## config.mk

```make
export PLATFORM = sky130hd
export DESIGN_NAME = spss_top
export DESIGN_NICKNAME = d
export VERILOG_FILES = /design/src/spss_pkg.sv /design/src/spss_sync.sv /design/src/spss_top.sv
export VERILOG_INCLUDE_DIRS = /design/src /design/src/src
export SDC_FILE = /design/constraint.sdc
export NUM_CORES = 1
export LEC_CHECK = 0
export ABC_CLOCK_PERIOD_IN_PS = 3800
export BUFFER_PORTS_ARGS = -buffer_cell sky130_fd_sc_hd__buf_2
export CORE_AREA = 2 2 103 115
export DETAILED_ROUTE_END_ITERATION = 16
export DIE_AREA = 0 0 105 117
export PLACE_DENSITY_LB_ADDON = 0.25
export SLEW_MARGIN = 30
export SYNTH_ARGS = -nofsm -noshare
export SYNTH_HDL_FRONTEND = slang
export SYNTH_HIERARCHICAL = 1
export SYNTH_SLANG_ARGS = --single-unit
```

## constraint.sdc

```tcl
create_clock -name mclk -period 3.8 [get_ports mclk]
set_input_delay 0.38 -clock mclk [delete_from_list [all_inputs] [get_ports mclk]]
set_output_delay 0.38 -clock mclk [all_outputs]
set_load 0.005 [all_outputs]
```

## src/spss_consts.svh

```systemverilog
`ifndef SPSS_CONSTS_SVH
`define SPSS_CONSTS_SVH

// ****************************************************
// register offsets (byte addresses)
// ****************************************************
`define SPSS_ADDR_W 12
`define SPSS_OFS_CTRL 12'h000
`define SPSS_OFS_CFG 12'h004
`define SPSS_OFS_STAT 12'h008

// ****************************************************
// control register fields
// ****************************************************
`define SPSS_SLPEN_BIT 0
`define SPSS_SLPTYP_LSB 1
`define SPSS_SLPTYP_MSB 3
`define SPSS_SLPTYP_RST 3'h0
`define SPSS_SLPTYP_S3 3'h3
`define SPSS_SLPTYP_S4 3'h4
`define SPSS_SLPTYP_S5 3'h5

// ****************************************************
// configuration register fields
// ****************************************************
`define SPSS_POL_LSB 0
`define SPSS_POL_MSB 1
`define SPSS_POL_RST 2'h0
`define SPSS_POL_REBOOT 2'h0
`define SPSS_POL_STAYOFF 2'h1
`define SPSS_POL_RESTORE 2'h2
`define SPSS_WAKE_LSB 8
`define SPSS_WAKE_MSB 11
`define SPSS_WAKE_RST 4'h0
`define SPSS_WAKE_KEEP_MASK 4'h3

// ****************************************************
// status register fields
// ****************************************************
`define SPSS_ST_STATE_LSB 0
`define SPSS_ST_CSTATE_LSB 6
`define SPSS_ST_GFXD3_BIT 8
`define SPSS_ST_WASS4_BIT 9
`define SPSS_ST_RAILS_LSB 16

`endif

```

## src/spss_pkg.sv

```systemverilog
package spss_pkg;

   // ****************************************************
   // system states, one-hot
   // ****************************************************
   typedef enum logic [5:0]
   {
      ST_G3 = 6'h01,
      ST_C0 = 6'h02,
      ST_CX = 6'h04,
      ST_S3 = 6'h08,
      ST_S4 = 6'h10,
      ST_S5 = 6'h20
   } spss_state_e;

   // processor-chosen idle level
   typedef enum logic [1:0]
   {
      CS_C1 = 2'h0,
      CS_C1E = 2'h1,
      CS_C6 = 2'h2,
      CS_C7 = 2'h3
   } spss_cstate_e;

   // ****************************************************
   // platform rail enables
   // ****************************************************
   typedef struct packed
   {
      logic rtcBackup;
      logic alwaysOn;
      logic memoryIo;
      logic storageIo;
      logic switched1v15;
      logic uncore;
      logic graphics;
      logic core;
   } spss_rails_s;

endpackage : spss_pkg

```

## src/spss_sync.sv

```systemverilog
`timescale 1ns/10ps

module spss_sync #(
   parameter int W = 1
) (
   input wire logic mclk,
   input wire logic srst,
   input wire logic ce,
   input wire logic [W-1:0] async,
   output logic [W-1:0] synced
);

   // ****************************************************
   // two-stage synchroniser per bit
   // ****************************************************
   genvar i;
   generate
      for (i = 0; i < W; i++)
      begin : g_bit
         logic meta_r;
         logic sync_r;
         always_ff @(posedge mclk)
         begin
            if (srst)
            begin
               meta_r <= 1'b0;
               sync_r <= 1'b0;
            end
            else if (ce)
            begin
               meta_r <= async[i];
               sync_r <= meta_r;
            end
         end
         assign synced[i] = sync_r;
      end
   endgenerate

endmodule : spss_sync

```

## src/spss_top.sv

```systemverilog
`timescale 1ns/10ps
`include "spss_consts.svh"

// Function
// RQ1 - in full-on, an idle request moves the system to working idle
// RQ2 - in full-on, sleep enable moves to the state named by sleep type
// RQ3 - in working idle, snoop, MSI, interrupt or timer return to full-on
// RQ4 - from suspend-to-disk or soft-off, an enabled wake returns to full-on
// RQ5 - resume power loss, or mains loss in full-on, forces mechanical-off; in full-on only mains loss is checked
// RQ6 - power return from mechanical-off: reboot, stay soft-off, or restore S4
// RQ7 - some wake enables survive mechanical-off and stay enabled afterwards
// RQ8 - suspend-to-disk and soft-off behave identically, only wake logic powered
// RQ9 - leaving soft-off requests a full boot; no context kept
// RQ10 - processor picks idle level; graphics D3 and display off for deep levels
// RQ11 - rail enables per state: S0 all, S3 partial, S4/S5 less, G3 rtc only
// RQ12 - transitions go straight to final state; intermediates are tolerated
// RQ13 - power-button override forces soft-off from full-on, idle or S4
module spss_top (
   input wire logic mclk,
   input wire logic srst,
   input wire logic ce,
   input wire logic hsel,
   input wire logic [31:0] haddr,
   input wire logic [1:0] htrans,
   input wire logic hwrite,
   input wire logic [2:0] hsize,
   input wire logic hready,
   input wire logic [31:0] hwdata,
   output logic [31:0] hrdata,
   output logic hreadyout,
   output logic hresp,
   input wire logic idleReq,
   input wire spss_pkg::spss_cstate_e idleLevel,
   input wire logic breakSnoop,
   input wire logic breakMsi,
   input wire logic breakIntr,
   input wire logic alwaysOnTimerExpired,
   input wire logic resumePowerOk,
   input wire logic mainPowerOk,
   input wire logic powerButton,
   input wire logic powerButtonOverride,
   input wire logic [3:0] wakeEvent,
   output spss_pkg::spss_state_e sysState,
   output spss_pkg::spss_rails_s railEnable,
   output logic graphicsD3,
   output logic displayOff,
   output logic coldBootReq
);
   import spss_pkg::*;

   // ****************************************************
   // pin synchronisers
   // ****************************************************
   logic [7:0] pinSync;
   logic resumeOkS;
   logic mainOkS;
   logic btnS;
   logic overrideS;
   logic [3:0] wakeS;

   spss_sync #(.W(8)) u_sync (
      .mclk(mclk),
      .srst(srst),
      .ce(ce),
      .async({wakeEvent, powerButtonOverride, powerButton, mainPowerOk, resumePowerOk}),
      .synced(pinSync)
   );

   assign resumeOkS = pinSync[0];
   assign mainOkS = pinSync[1];
   assign btnS = pinSync[2];
   assign overrideS = pinSync[3];
   assign wakeS = pinSync[7:4];

   // ****************************************************
   // state registers
   // ****************************************************
   spss_state_e state_r;
   spss_state_e state_nxt;
   spss_cstate_e cState_r;
   logic wasS4_r;
   logic [2:0] sleepType_r;
   logic [1:0] policy_r;
   logic [3:0] wakeEn_r;
   logic [3:0] wakeEn_nxt;
   spss_rails_s rails_r;
   spss_rails_s rails_nxt;
   logic gfxD3_r;
   logic dispOff_r;
   logic coldBoot_r;
   logic [31:0] hrdata_r;
   logic hreadyout_r;
   logic hresp_r;
   logic wrPend_r;
   logic [`SPSS_ADDR_W-1:0] wrAddr_r;

   // ****************************************************
   // bus decode
   // ****************************************************
   wire addrPhase = hsel && htrans[1] && hready;
   wire [`SPSS_ADDR_W-1:0] addrLow = haddr[`SPSS_ADDR_W-1:0];
   wire wrCtrl = wrPend_r && (wrAddr_r == `SPSS_OFS_CTRL);
   wire wrCfg = wrPend_r && (wrAddr_r == `SPSS_OFS_CFG);
   wire [2:0] wrSleepType = hwdata[`SPSS_SLPTYP_MSB:`SPSS_SLPTYP_LSB];
   wire sleepGo = wrCtrl && hwdata[`SPSS_SLPEN_BIT];
   wire [31:0] ctrlWord = {28'h0, sleepType_r, 1'b0};
   wire [31:0] cfgWord = {20'h0, wakeEn_r, 6'h0, policy_r};
   wire [31:0] statWord = {8'h0, rails_r, 6'h0, wasS4_r, gfxD3_r, cState_r, state_r};
   wire [31:0] rdMux = (addrLow == `SPSS_OFS_CTRL) ? ctrlWord :
                       (addrLow == `SPSS_OFS_CFG) ? cfgWord :
                       (addrLow == `SPSS_OFS_STAT) ? statWord : 32'h0;

   // ****************************************************
   // transition triggers
   // ****************************************************
   wire breakHit = breakSnoop || breakMsi || breakIntr || alwaysOnTimerExpired; // [RQ3]
   wire wakeHit = btnS || (|(wakeS & wakeEn_r)); // [RQ4]
   wire powerBack = resumeOkS && mainOkS;
   wire deepIdle = (cState_r == CS_C6) || (cState_r == CS_C7);
   wire sleepValid = (wrSleepType == `SPSS_SLPTYP_S3) || (wrSleepType == `SPSS_SLPTYP_S4) ||
                     (wrSleepType == `SPSS_SLPTYP_S5);

   // ****************************************************
   // next-state logic; power loss first, then override
   // ****************************************************
   always_comb
   begin
      state_nxt = state_r;
      // each trigger lands directly in its final state [RQ12]
      case (state_r)
         ST_C0:
         begin
            if (!mainOkS)
               state_nxt = ST_G3; // [RQ5]
            else if (overrideS)
               state_nxt = ST_S5; // [RQ13]
            else if (sleepGo && sleepValid)
            begin
               if (wrSleepType == `SPSS_SLPTYP_S3)
                  state_nxt = ST_S3; // [RQ2]
               else if (wrSleepType == `SPSS_SLPTYP_S4)
                  state_nxt = ST_S4; // [RQ2]
               else
                  state_nxt = ST_S5; // [RQ2]
            end
            else if (idleReq)
               state_nxt = ST_CX; // [RQ1]
         end
         ST_CX:
         begin
            if (!resumeOkS)
               state_nxt = ST_G3; // [RQ5]
            else if (overrideS)
               state_nxt = ST_S5; // [RQ13]
            else if (breakHit)
               state_nxt = ST_C0; // [RQ3]
         end
         ST_S3:
         begin
            if (!resumeOkS)
               state_nxt = ST_G3;
            else if (overrideS)
               state_nxt = ST_S5;
            else if (wakeHit)
               state_nxt = ST_C0;
         end
         ST_S4, ST_S5:
         begin
            // both states share one handling path [RQ8]
            if (!resumeOkS)
               state_nxt = ST_G3; // [RQ5]
            else if (overrideS)
               state_nxt = ST_S5; // [RQ13]
            else if (wakeHit)
               state_nxt = ST_C0; // [RQ4]
         end
         ST_G3:
         begin
            if (powerBack)
            begin
               if (policy_r == `SPSS_POL_REBOOT)
                  state_nxt = ST_C0; // [RQ6]
               else if ((policy_r == `SPSS_POL_RESTORE) && wasS4_r)
                  state_nxt = ST_S4; // [RQ6]
               else
                  state_nxt = ST_S5; // [RQ6]
            end
         end
         default:
            state_nxt = ST_G3;
      endcase
   end

   // ****************************************************
   // rail and graphics decode
   // ****************************************************
   always_comb
   begin
      rails_nxt = '1; // [RQ11]
      case (state_nxt)
         ST_S3:
         begin
            rails_nxt.core = 1'b0; // [RQ11]
            rails_nxt.graphics = 1'b0;
            rails_nxt.switched1v15 = 1'b0;
            rails_nxt.storageIo = 1'b0;
         end
         ST_S4, ST_S5:
         begin
            rails_nxt = '0; // [RQ11] [RQ8]
            rails_nxt.uncore = 1'b1;
            rails_nxt.alwaysOn = 1'b1;
            rails_nxt.rtcBackup = 1'b1;
         end
         ST_G3:
         begin
            rails_nxt = '0; // [RQ11]
            rails_nxt.rtcBackup = 1'b1;
         end
         default:
            rails_nxt = '1;
      endcase
   end

   // retained enables survive mechanical-off, the rest drop [RQ7]
   always_comb
   begin
      wakeEn_nxt = wakeEn_r;
      if (wrCfg)
         wakeEn_nxt = hwdata[`SPSS_WAKE_MSB:`SPSS_WAKE_LSB];
      else if ((state_nxt == ST_G3) && (state_r != ST_G3))
         wakeEn_nxt = wakeEn_r & `SPSS_WAKE_KEEP_MASK; // [RQ7]
   end

   wire enterC0 = (state_nxt == ST_C0) && (state_r != ST_C0) && (state_r != ST_CX);
   wire gfxDeepNxt = (state_nxt == ST_CX) &&
                     (((state_r == ST_C0) && ((idleLevel == CS_C6) || (idleLevel == CS_C7))) ||
                      ((state_r == ST_CX) && deepIdle));

   // ****************************************************
   // sequencer registers
   // ****************************************************
   always_ff @(posedge mclk)
   begin
      if (srst)
      begin
         state_r <= ST_G3;
         cState_r <= CS_C1;
         wasS4_r <= 1'b0;
         rails_r <= '0;
         gfxD3_r <= 1'b1;
         dispOff_r <= 1'b1;
         coldBoot_r <= 1'b0;
      end
      else if (ce)
      begin
         state_r <= state_nxt;
         if ((state_r == ST_C0) && idleReq)
            cState_r <= idleLevel; // [RQ10]
         if (state_nxt == ST_S4)
            wasS4_r <= 1'b1;
         else if (state_nxt == ST_C0)
            wasS4_r <= 1'b0;
         rails_r <= rails_nxt;
         gfxD3_r <= gfxDeepNxt || !((state_nxt == ST_C0) || (state_nxt == ST_CX)); // [RQ10]
         dispOff_r <= gfxDeepNxt || !((state_nxt == ST_C0) || (state_nxt == ST_CX));
         coldBoot_r <= enterC0 && (state_r != ST_S3); // [RQ9]
      end
   end

   // ****************************************************
   // register file and bus slave
   // ****************************************************
   always_ff @(posedge mclk)
   begin
      if (srst)
      begin
         sleepType_r <= `SPSS_SLPTYP_RST;
         policy_r <= `SPSS_POL_RST;
         wakeEn_r <= `SPSS_WAKE_RST;
         hrdata_r <= 32'h0;
         hreadyout_r <= 1'b1;
         hresp_r <= 1'b0;
         wrPend_r <= 1'b0;
         wrAddr_r <= '0;
      end
      else if (ce)
      begin
         if (wrCtrl)
            sleepType_r <= wrSleepType;
         if (wrCfg)
            policy_r <= hwdata[`SPSS_POL_MSB:`SPSS_POL_LSB];
         wakeEn_r <= wakeEn_nxt;
         if (addrPhase && !hwrite)
            hrdata_r <= rdMux;
         hreadyout_r <= 1'b1;
         hresp_r <= 1'b0;
         wrPend_r <= addrPhase && hwrite;
         if (addrPhase)
            wrAddr_r <= addrLow;
      end
   end

   assign hrdata = hrdata_r;
   assign hreadyout = hreadyout_r;
   assign hresp = hresp_r;
   assign sysState = state_r;
   assign railEnable = rails_r;
   assign graphicsD3 = gfxD3_r;
   assign displayOff = dispOff_r;
   assign coldBootReq = coldBoot_r;
endmodule : spss_top

```

==> results of run 1 <==
==> cells in the mapped netlist, types with 4 or more instances <==
cell,number
buf_4,29
nand3_1,11
mux2i_1,25
nor4_1,7
nand2_1,49
inv_1,4
o21ai_0,9
nor2b_1,4
buf_2,5
clkbuf_1,14
nor2_1,55
and3_1,4
a222oi_1,4
nor3_1,10
a22oi_1,13
a21oi_1,31
dfxtp_1,71
o211ai_1,5
==> worst max-delay path: stages, from the launching register on <==
cell	delay, ps
dfxtp_1	730
nor4b_4	390
a211oi_1	110
o311ai_2	220
o211ai_1	180
or2_4	300
or3_1	380
a21oi_1	140
==> worst min-delay path by stage <==
stage	depth (start not counted)	end	slack, ps
after floorplan	2	wrAddr_r[1]	440
after global placement	2	wrAddr_r[11]	450
after detailed placement	2	wrAddr_r[11]	450
after CTS	3	u_sync/g_bit[5].meta_r	280
after global routing	3	u_sync/g_bit[4].meta_r	300
final	3	u_sync/g_bit[6].meta_r	290
==> state kept, by name, summed over array words and instances, names as in the netlist <==
register / flops
wrPend_r: 1
wasS4_r: 1
u_sync/g_bit.meta_r: 8
policy_r: 2
wakeEn_r: 4
coldBootReq: 1
sysState: 6
hrdata: 17
sleepType_r: 3
u_sync/g_bit.sync_r: 8
railEnable: 5
displayOff: 1
wrAddr_r: 12
cState_r: 2
==> layout make-up <==
class,count,share of cell area
Sequential cell,71,0.359
Tap cell,150,0.0475
Multi-Input combinational cell,280,0.412
Clock buffer,11,0.0589
Inverter,4,0.00380
Timing Repair Buffer,82,0.106
Clock inverter,4,0.0120
==> routing by layer <==
layer  GRT usage  part of all wire
met5           0                 0
met1       0.180              0.47
met4      0.0498             0.010
met2       0.228              0.47
met3      0.0393             0.054
==> per-stage QoR <==
stage | utilization | total power, W
global route | 0.354 | 0.00177
CTS | 0.353 | 0.00171
detailed placement | 0.328 | 0.000902
global placement | 0.328 | 0.000900
floorplan | - | 0.000874
finish | 0.354 | 0.00169
==> kinds of logic (layout without fill, tap and decap cells) <==
family | count (synthesis) | after routing
AO/OA/AOI/OAI | 75 | 75
AND/OR/NAND/NOR | 163 | 163
flip-flops | 71 | 71
multiplexers | 25 | 25
buffers and inverters | 57 | 101
XOR/XNOR | 3 | 3
other | 2 | 14
==> power groups by stage <==
stage	registers (W)	logic [W]	clock network (W)
2_1_floorplan	0.000784	0.0000894	0
3_3_place_gp	0.000793	0.000108	0
3_5_place_dp	0.000793	0.000109	0
4_1_cts	0.000777	0.000110	0.000825
5_1_grt	0.000778	0.000123	0.000869
6_report	0.000777	0.000109	0.000805
==> flow_metrics.py, run 1 <==
metrics = {
    "outcome": {
        "status": "completed",
    },
    "setup_path": {
        "reg2reg_to": "railEnable[5]",
        "startpoint_type": "flip-flop",
        "worstPathArrival_ps": 2770,
        "crit_start": "sysState[1]",
        "critPathRequiredTime_ps": 4050,
        "endpoint": "railEnable[5]",
        "ff2ff_setup_slack_ps": 1280,
        "cp_max_fo": 15,
        "r2r_cells": 7,
        "r2r_start": "sysState[1]",
        "endpoint_kind": "flip-flop",
        "path_class": "reg -> reg",
    },
    "cts": {
        "cts_root_buf": "clkbuf_16",
        "postCtsSetupBuffers": 0,
        "htree_levels": 3,
        "clock_latency_ps": 320,
        "path_clk_slew_ps": 50,
        "ctsHoldBuffers": 0,
        "cts_resized": 0,
        "cts_tree": "yes",
        "cts_buffers": 9,
        "clockBufferDepth": 2,
        "cts.sinks": 71,
    },
    "place": {
        "io_buffers": 78,
        "place_area_mm2": 0.00367,
        "dp_hpwl_um": 6090,
        "dp_slack_ps": 1210,
        "place_congestion": 0.851,
        "post-place-cells": 587,
    },
    "sta": {
        "max_clock_freq_mhz": 397,
        "fin_ws_ps": 1280,
        "finalHoldViolCount": 0,
        "period_share": 0.663,
        "fin_worst_hold_slack_ps": 295,
        "period_minus_slack_ps": 2520,
        "slew_headroom": 0.565,
        "tightest_slew_ps": 651,
        "finalSetupViolCount": 0,
        "finalMaxSlewViolations": 0,
        "fin_setup_tns_ps": 0,
        "fin_worst_skew_ps": 5.37,
        "rsz0062_at_grt": "no",
    },
    "yosys": {
        "ys.flop_type": "dfxtp_1",
        "synthSimpleGateAreaFrac": 0.236,
        "synth_compound_area_frac": 0.147,
        "synth_top_cell_by_area": "dfxtp_1",
        "yosysUniqueCellTypes": 48,
        "synth_top_family_by_area": "simple AND/OR/NAND/NOR gates",
        "synth_top_area_frac": 0.423,
        "synthCells": 396,
        "yosysWarnings": 6,
        "seq_area_frac_synth": 0.423,
        "yosys.area_share.adder": 0,
        "avgSynthCellArea_um2": 8.49,
        "ys_ff_latch": 71,
        "synth_edf_count": 0,
        "synth_xor_area_frac": 0.00782,
        "synth_area_leaders": "dfxtp_1 42%, mux2i_1 7.4%, buf_4 6.5%, nor2_1 6.1%, nand2_1 5.5%",
        "synth_area_mm2": 0.00336,
        "muxShareOfSynthArea": 0.0745,
        "async_reset_ff_frac": 0,
    },
    "grt": {
        "antenna_found_initial": 0,
        "grt_usage": 0.140,
        "grt_max_degree": 42,
        "gr-total-overflow": 0,
        "grt_pass1_wl_um": 13400,
        "grt_pass1_vias": 2630,
    },
    "cells_and_area": {
        "area_delta_synth_final_pct": 17.6,
        "final_net_count": 538,
        "multi_input_area_mm2": 0.00163,
        "post_route_cells_drive_above_1_share": 0.228,
        "fill_cells": 1208,
        "seqCellArea_mm2": 0.00142,
        "antennaDiodeCount": 0,
        "finalInstanceArea_mm2": 0.00395,
        "stdcell_count": 602,
        "mostFrequentLayoutCells": "78 x buf_2, 71 x dfxtp_1, 55 x nor2_1",
        "final_common_cell": "buf_2",
    },
    "routing": {
        "routed_wl_um": 8500,
        "vias": 2874,
        "drc_errors": 0,
        "via_per_inst": 4.77,
        "wl_per_cell_um": 14.1,
        "first_iter_violations": 94,
        "first_pass_iters": 5,
        "antenna_left": 0,
    },
    "floorplanning": {
        "start_util": 0.301,
        "ios": 141,
        "core-area_mm2": 0.0112,
        "die_h_um": 117,
        "rows": 41,
        "die_w_um": 105,
        "dieArea_mm2": 0.0123,
    },
    "power_and_ir_drop": {
        "p_sw_w": 0.000382,
        "clkPwrFrac": 0.476,
        "sw_frac_of_total": 0.226,
        "powerDensity_mw_per_mm2": 428,
        "peakVddDrop_mv": 0.204,
        "p_leak_nw": 1.62,
        "combPwrFrac": 0.065,
        "p_int_w": 0.00131,
        "seq_power_share": 0.459,
    },
    "flow_run": {
        "drv_cap": 0,
    },
    "worst_hold_path": {
        "hold_path_class": "in -> reg",
        "hp-start": "wakeEvent[2]",
    },
}
Power figures use the tool's default switching activity.
==> inputs of run 2 (changes only) <==
--- a/config.mk
+++ b/config.mk
@@ -6,11 +6,12 @@
 export SDC_FILE = /design/constraint.sdc
 export NUM_CORES = 1
 export LEC_CHECK = 0
-export ABC_CLOCK_PERIOD_IN_PS = 3800
+export ABC_AREA = 1
+export ABC_CLOCK_PERIOD_IN_PS = 2300
 export BUFFER_PORTS_ARGS = -buffer_cell sky130_fd_sc_hd__buf_2
-export CORE_AREA = 2 2 103 115
+export CORE_AREA = 2 2 107 119
 export DETAILED_ROUTE_END_ITERATION = 16
-export DIE_AREA = 0 0 105 117
+export DIE_AREA = 0 0 109 121
 export PLACE_DENSITY_LB_ADDON = 0.25
 export SLEW_MARGIN = 30
 export SYNTH_ARGS = -nofsm -noshare
==> constraint.sdc (replaced) <==
create_clock -name mclk -period 2.3 [get_ports mclk]
set_input_delay 0.23 -clock mclk [delete_from_list [all_inputs] [get_ports mclk]]
set_output_delay 0.23 -clock mclk [all_outputs]
set_load 0.005 [all_outputs]
==> run 2 against run 1 <==
  * Wire length rose by 12%
  * Register-to-register slack worse by 770 ps
  * Combinational power rose to 2.7 times the previous value
  * Non-clock buffer count up 4
  * Worst setup slack worse by 770 ps
==> flow_metrics.py, run 2 <==
metrics = {
    "cts": {
        "cts.sinks": 71,
        "clockBufferDepth": 2,
        "cts_resized": 0,
        "postCtsSetupBuffers": 0,
        "cts_buffers": 9,
        "cts_root_buf": "clkbuf_16",
        "ctsHoldBuffers": 0,
        "htree_levels": 3,
        "path_clk_slew_ps": 60,
        "cts_tree": "yes",
        "clock_latency_ps": 330,
    },
    "place": {
        "io_buffers": 78,
        "dp_slack_ps": 525,
        "place_congestion": 0.921,
        "dp_hpwl_um": 7260,
    },
    "yosys": {
        "async_reset_ff_frac": 0,
        "synth_compound_area_frac": 0.132,
        "synthCells": 537,
        "ys.flop_type": "dfxtp_1",
        "seq_area_frac_synth": 0.389,
        "netlist_top_cells_count": "131 x nand2_1, 77 x nor2_1, 71 x dfxtp_1, 56 x inv_1, 42 x a21oi_1",
        "synth_top_cell_by_area": "dfxtp_1",
        "synthSimpleGateAreaFrac": 0.325,
        "synth_edf_count": 0,
        "avgSynthCellArea_um2": 6.80,
        "synth_top_family_by_area": "simple AND/OR/NAND/NOR gates",
        "yosys.cell_count.top_type": "nand2_1",
        "yosysUniqueCellTypes": 30,
        "synth_top_area_frac": 0.389,
        "synth_area_mm2": 0.00365,
        "ys_ff_latch": 71,
        "synth_area_leaders": "dfxtp_1 39%, nand2_1 13%, nor2_1 7.9%, buf_4 6.4%, a21oi_1 5.8%",
        "yosysWarnings": 6,
        "muxShareOfSynthArea": 0,
        "yosys.area_share.adder": 0,
        "synth_xor_area_frac": 0,
    },
    "sta": {
        "max_clock_freq_mhz": 558,
        "period_minus_slack_ps": 1790,
        "fin_worst_skew_ps": 6.44,
        "fin_ws_ps": 509,
        "finalSetupViolCount": 0,
        "slew_headroom": 0.637,
        "fin_setup_tns_ps": 0,
        "rsz0062_at_grt": "no",
        "finalHoldViolCount": 0,
        "finalMaxSlewViolations": 0,
        "period_share": 0.779,
        "tightest_slew_ps": 541,
    },
    "setup_path": {
        "worstPathArrival_ps": 2060,
        "cp_max_fo": 6,
        "endpoint_kind": "flip-flop",
        "r2r_cells": 11,
        "startpoint_type": "flip-flop",
        "ff2ff_setup_slack_ps": 510,
        "crit_start": "sysState[5]",
        "path_class": "reg -> reg",
        "reg2reg_to": "railEnable[5]",
        "endpoint": "railEnable[5]",
        "r2r_start": "sysState[5]",
        "critPathRequiredTime_ps": 2570,
    },
    "flow_run": {
        "drv_cap": 0,
    },
    "floorplanning": {
        "die_h_um": 121,
        "core-area_mm2": 0.0119,
        "rows": 42,
        "start_util": 0.306,
        "dieArea_mm2": 0.0132,
        "die_w_um": 109,
        "ios": 141,
    },
    "cells_and_area": {
        "final_net_count": 691,
        "post_route_cells_drive_above_1_share": 0.210,
        "area_delta_synth_final_pct": 19.0,
        "final_common_cell": "nand2_1",
        "mostFrequentLayoutCells": "131 x nand2_1, 78 x buf_2, 77 x nor2_1",
        "antennaDiodeCount": 0,
        "largest_register_ffs": 17,
    },
    "routing": {
        "routed_wl_um": 9550,
        "drc_errors": 0,
        "vias": 3418,
        "first_pass_iters": 5,
        "first_iter_violations": 264,
        "antenna_left": 0,
        "wl_per_cell_um": 12.6,
        "via_per_inst": 4.50,
    },
    "grt": {
        "gr-total-overflow": 0,
        "grt_max_degree": 47,
        "grt_pass1_wl_um": 15500,
        "antenna_found_initial": 0,
        "grt_usage": 0.152,
        "grt_pass1_vias": 3213,
    },
    "worst_hold_path": {
        "hold_path_class": "in -> reg",
        "holdPathStages": 3,
    },
    "power_and_ir_drop": {
        "peakVddDrop_mv": 0.313,
        "powerDensity_mw_per_mm2": 713,
        "p_leak_nw": 2.05,
    },
    "outcome": {
        "status": "completed",
    },
}
run 2: metal layers:
metal | vias up | part of all wire | global-route usage
li1 | 1795 | - | -
met1 | 1528 | 0.44 | 0.186
met3 | 14 | 0.043 | 0.0279
met4 | 0 | 0.021 | 0.0769
met5 | - | 0 | 0
met2 | 81 | 0.50 | 0.251
run 2: how the worst min path moves through the flow:
stage                               from  slack [ps]              to
after floorplan                hwdata[8]         360     wakeEn_r[0]
after global placement    sleepType_r[2]         440  sleepType_r[2]
after detailed placement  sleepType_r[1]         460  sleepType_r[1]
after CTS                   idleLevel[0]         130     cState_r[0]
after global routing        idleLevel[0]         140     cState_r[0]
final                       idleLevel[0]         130     cState_r[0]
run 2: cell families after synthesis:
kind of cell           Yosys count
buffers and inverters          109
AND/OR/NAND/NOR                267
other                            2
AO/OA/AOI/OAI                   88
flip-flops                      71
run 2: power by group:
group / leakage [nW] / internal (W) / switching [W] / total (W)
Sequential: 0.578 / 0.00127 / 0.0000349 / 0.00130
Combinational: 1.32 / 0.000105 / 0.000186 / 0.000291
Clock: 0.150 / 0.000957 / 0.000545 / 0.00150
Total: 2.05 / 0.00233 / 0.000766 / 0.00310
run 2: final cells by class:
class	instances	area (um2)
Timing Repair Buffer	86	450
Clock buffer	10	229
Fill cell	1293	7580
Inverter	64	240
Clock inverter	6	92.6
Sequential cell	71	1420
Tap cell	154	193
Multi-Input combinational cell	369	1720
run 2: through the flow:
stage               area (um2)   util  total power [W]  hold slack (ps)  std cells
global placement          4030  0.337          0.00162              443        744
detailed placement        4030  0.337          0.00162              456        744
global route              4350  0.364          0.00324              141        760
finish                    4350  0.364          0.00310              128        760
CTS                       4350  0.364          0.00314              127        760
floorplan                 3700      -          0.00155              365        549
run 2: critical path: stages, from the launching register on:
cell and delay, ps:
dfxtp_1 430, nor2_4 240, inv_2 60, nand2_1 70, nor2_2 40, nor2_2 200
a21oi_1 80, nor2_2 150, nand3_2 120, nor2_1 130, nand2_1 90, a21oi_2 110
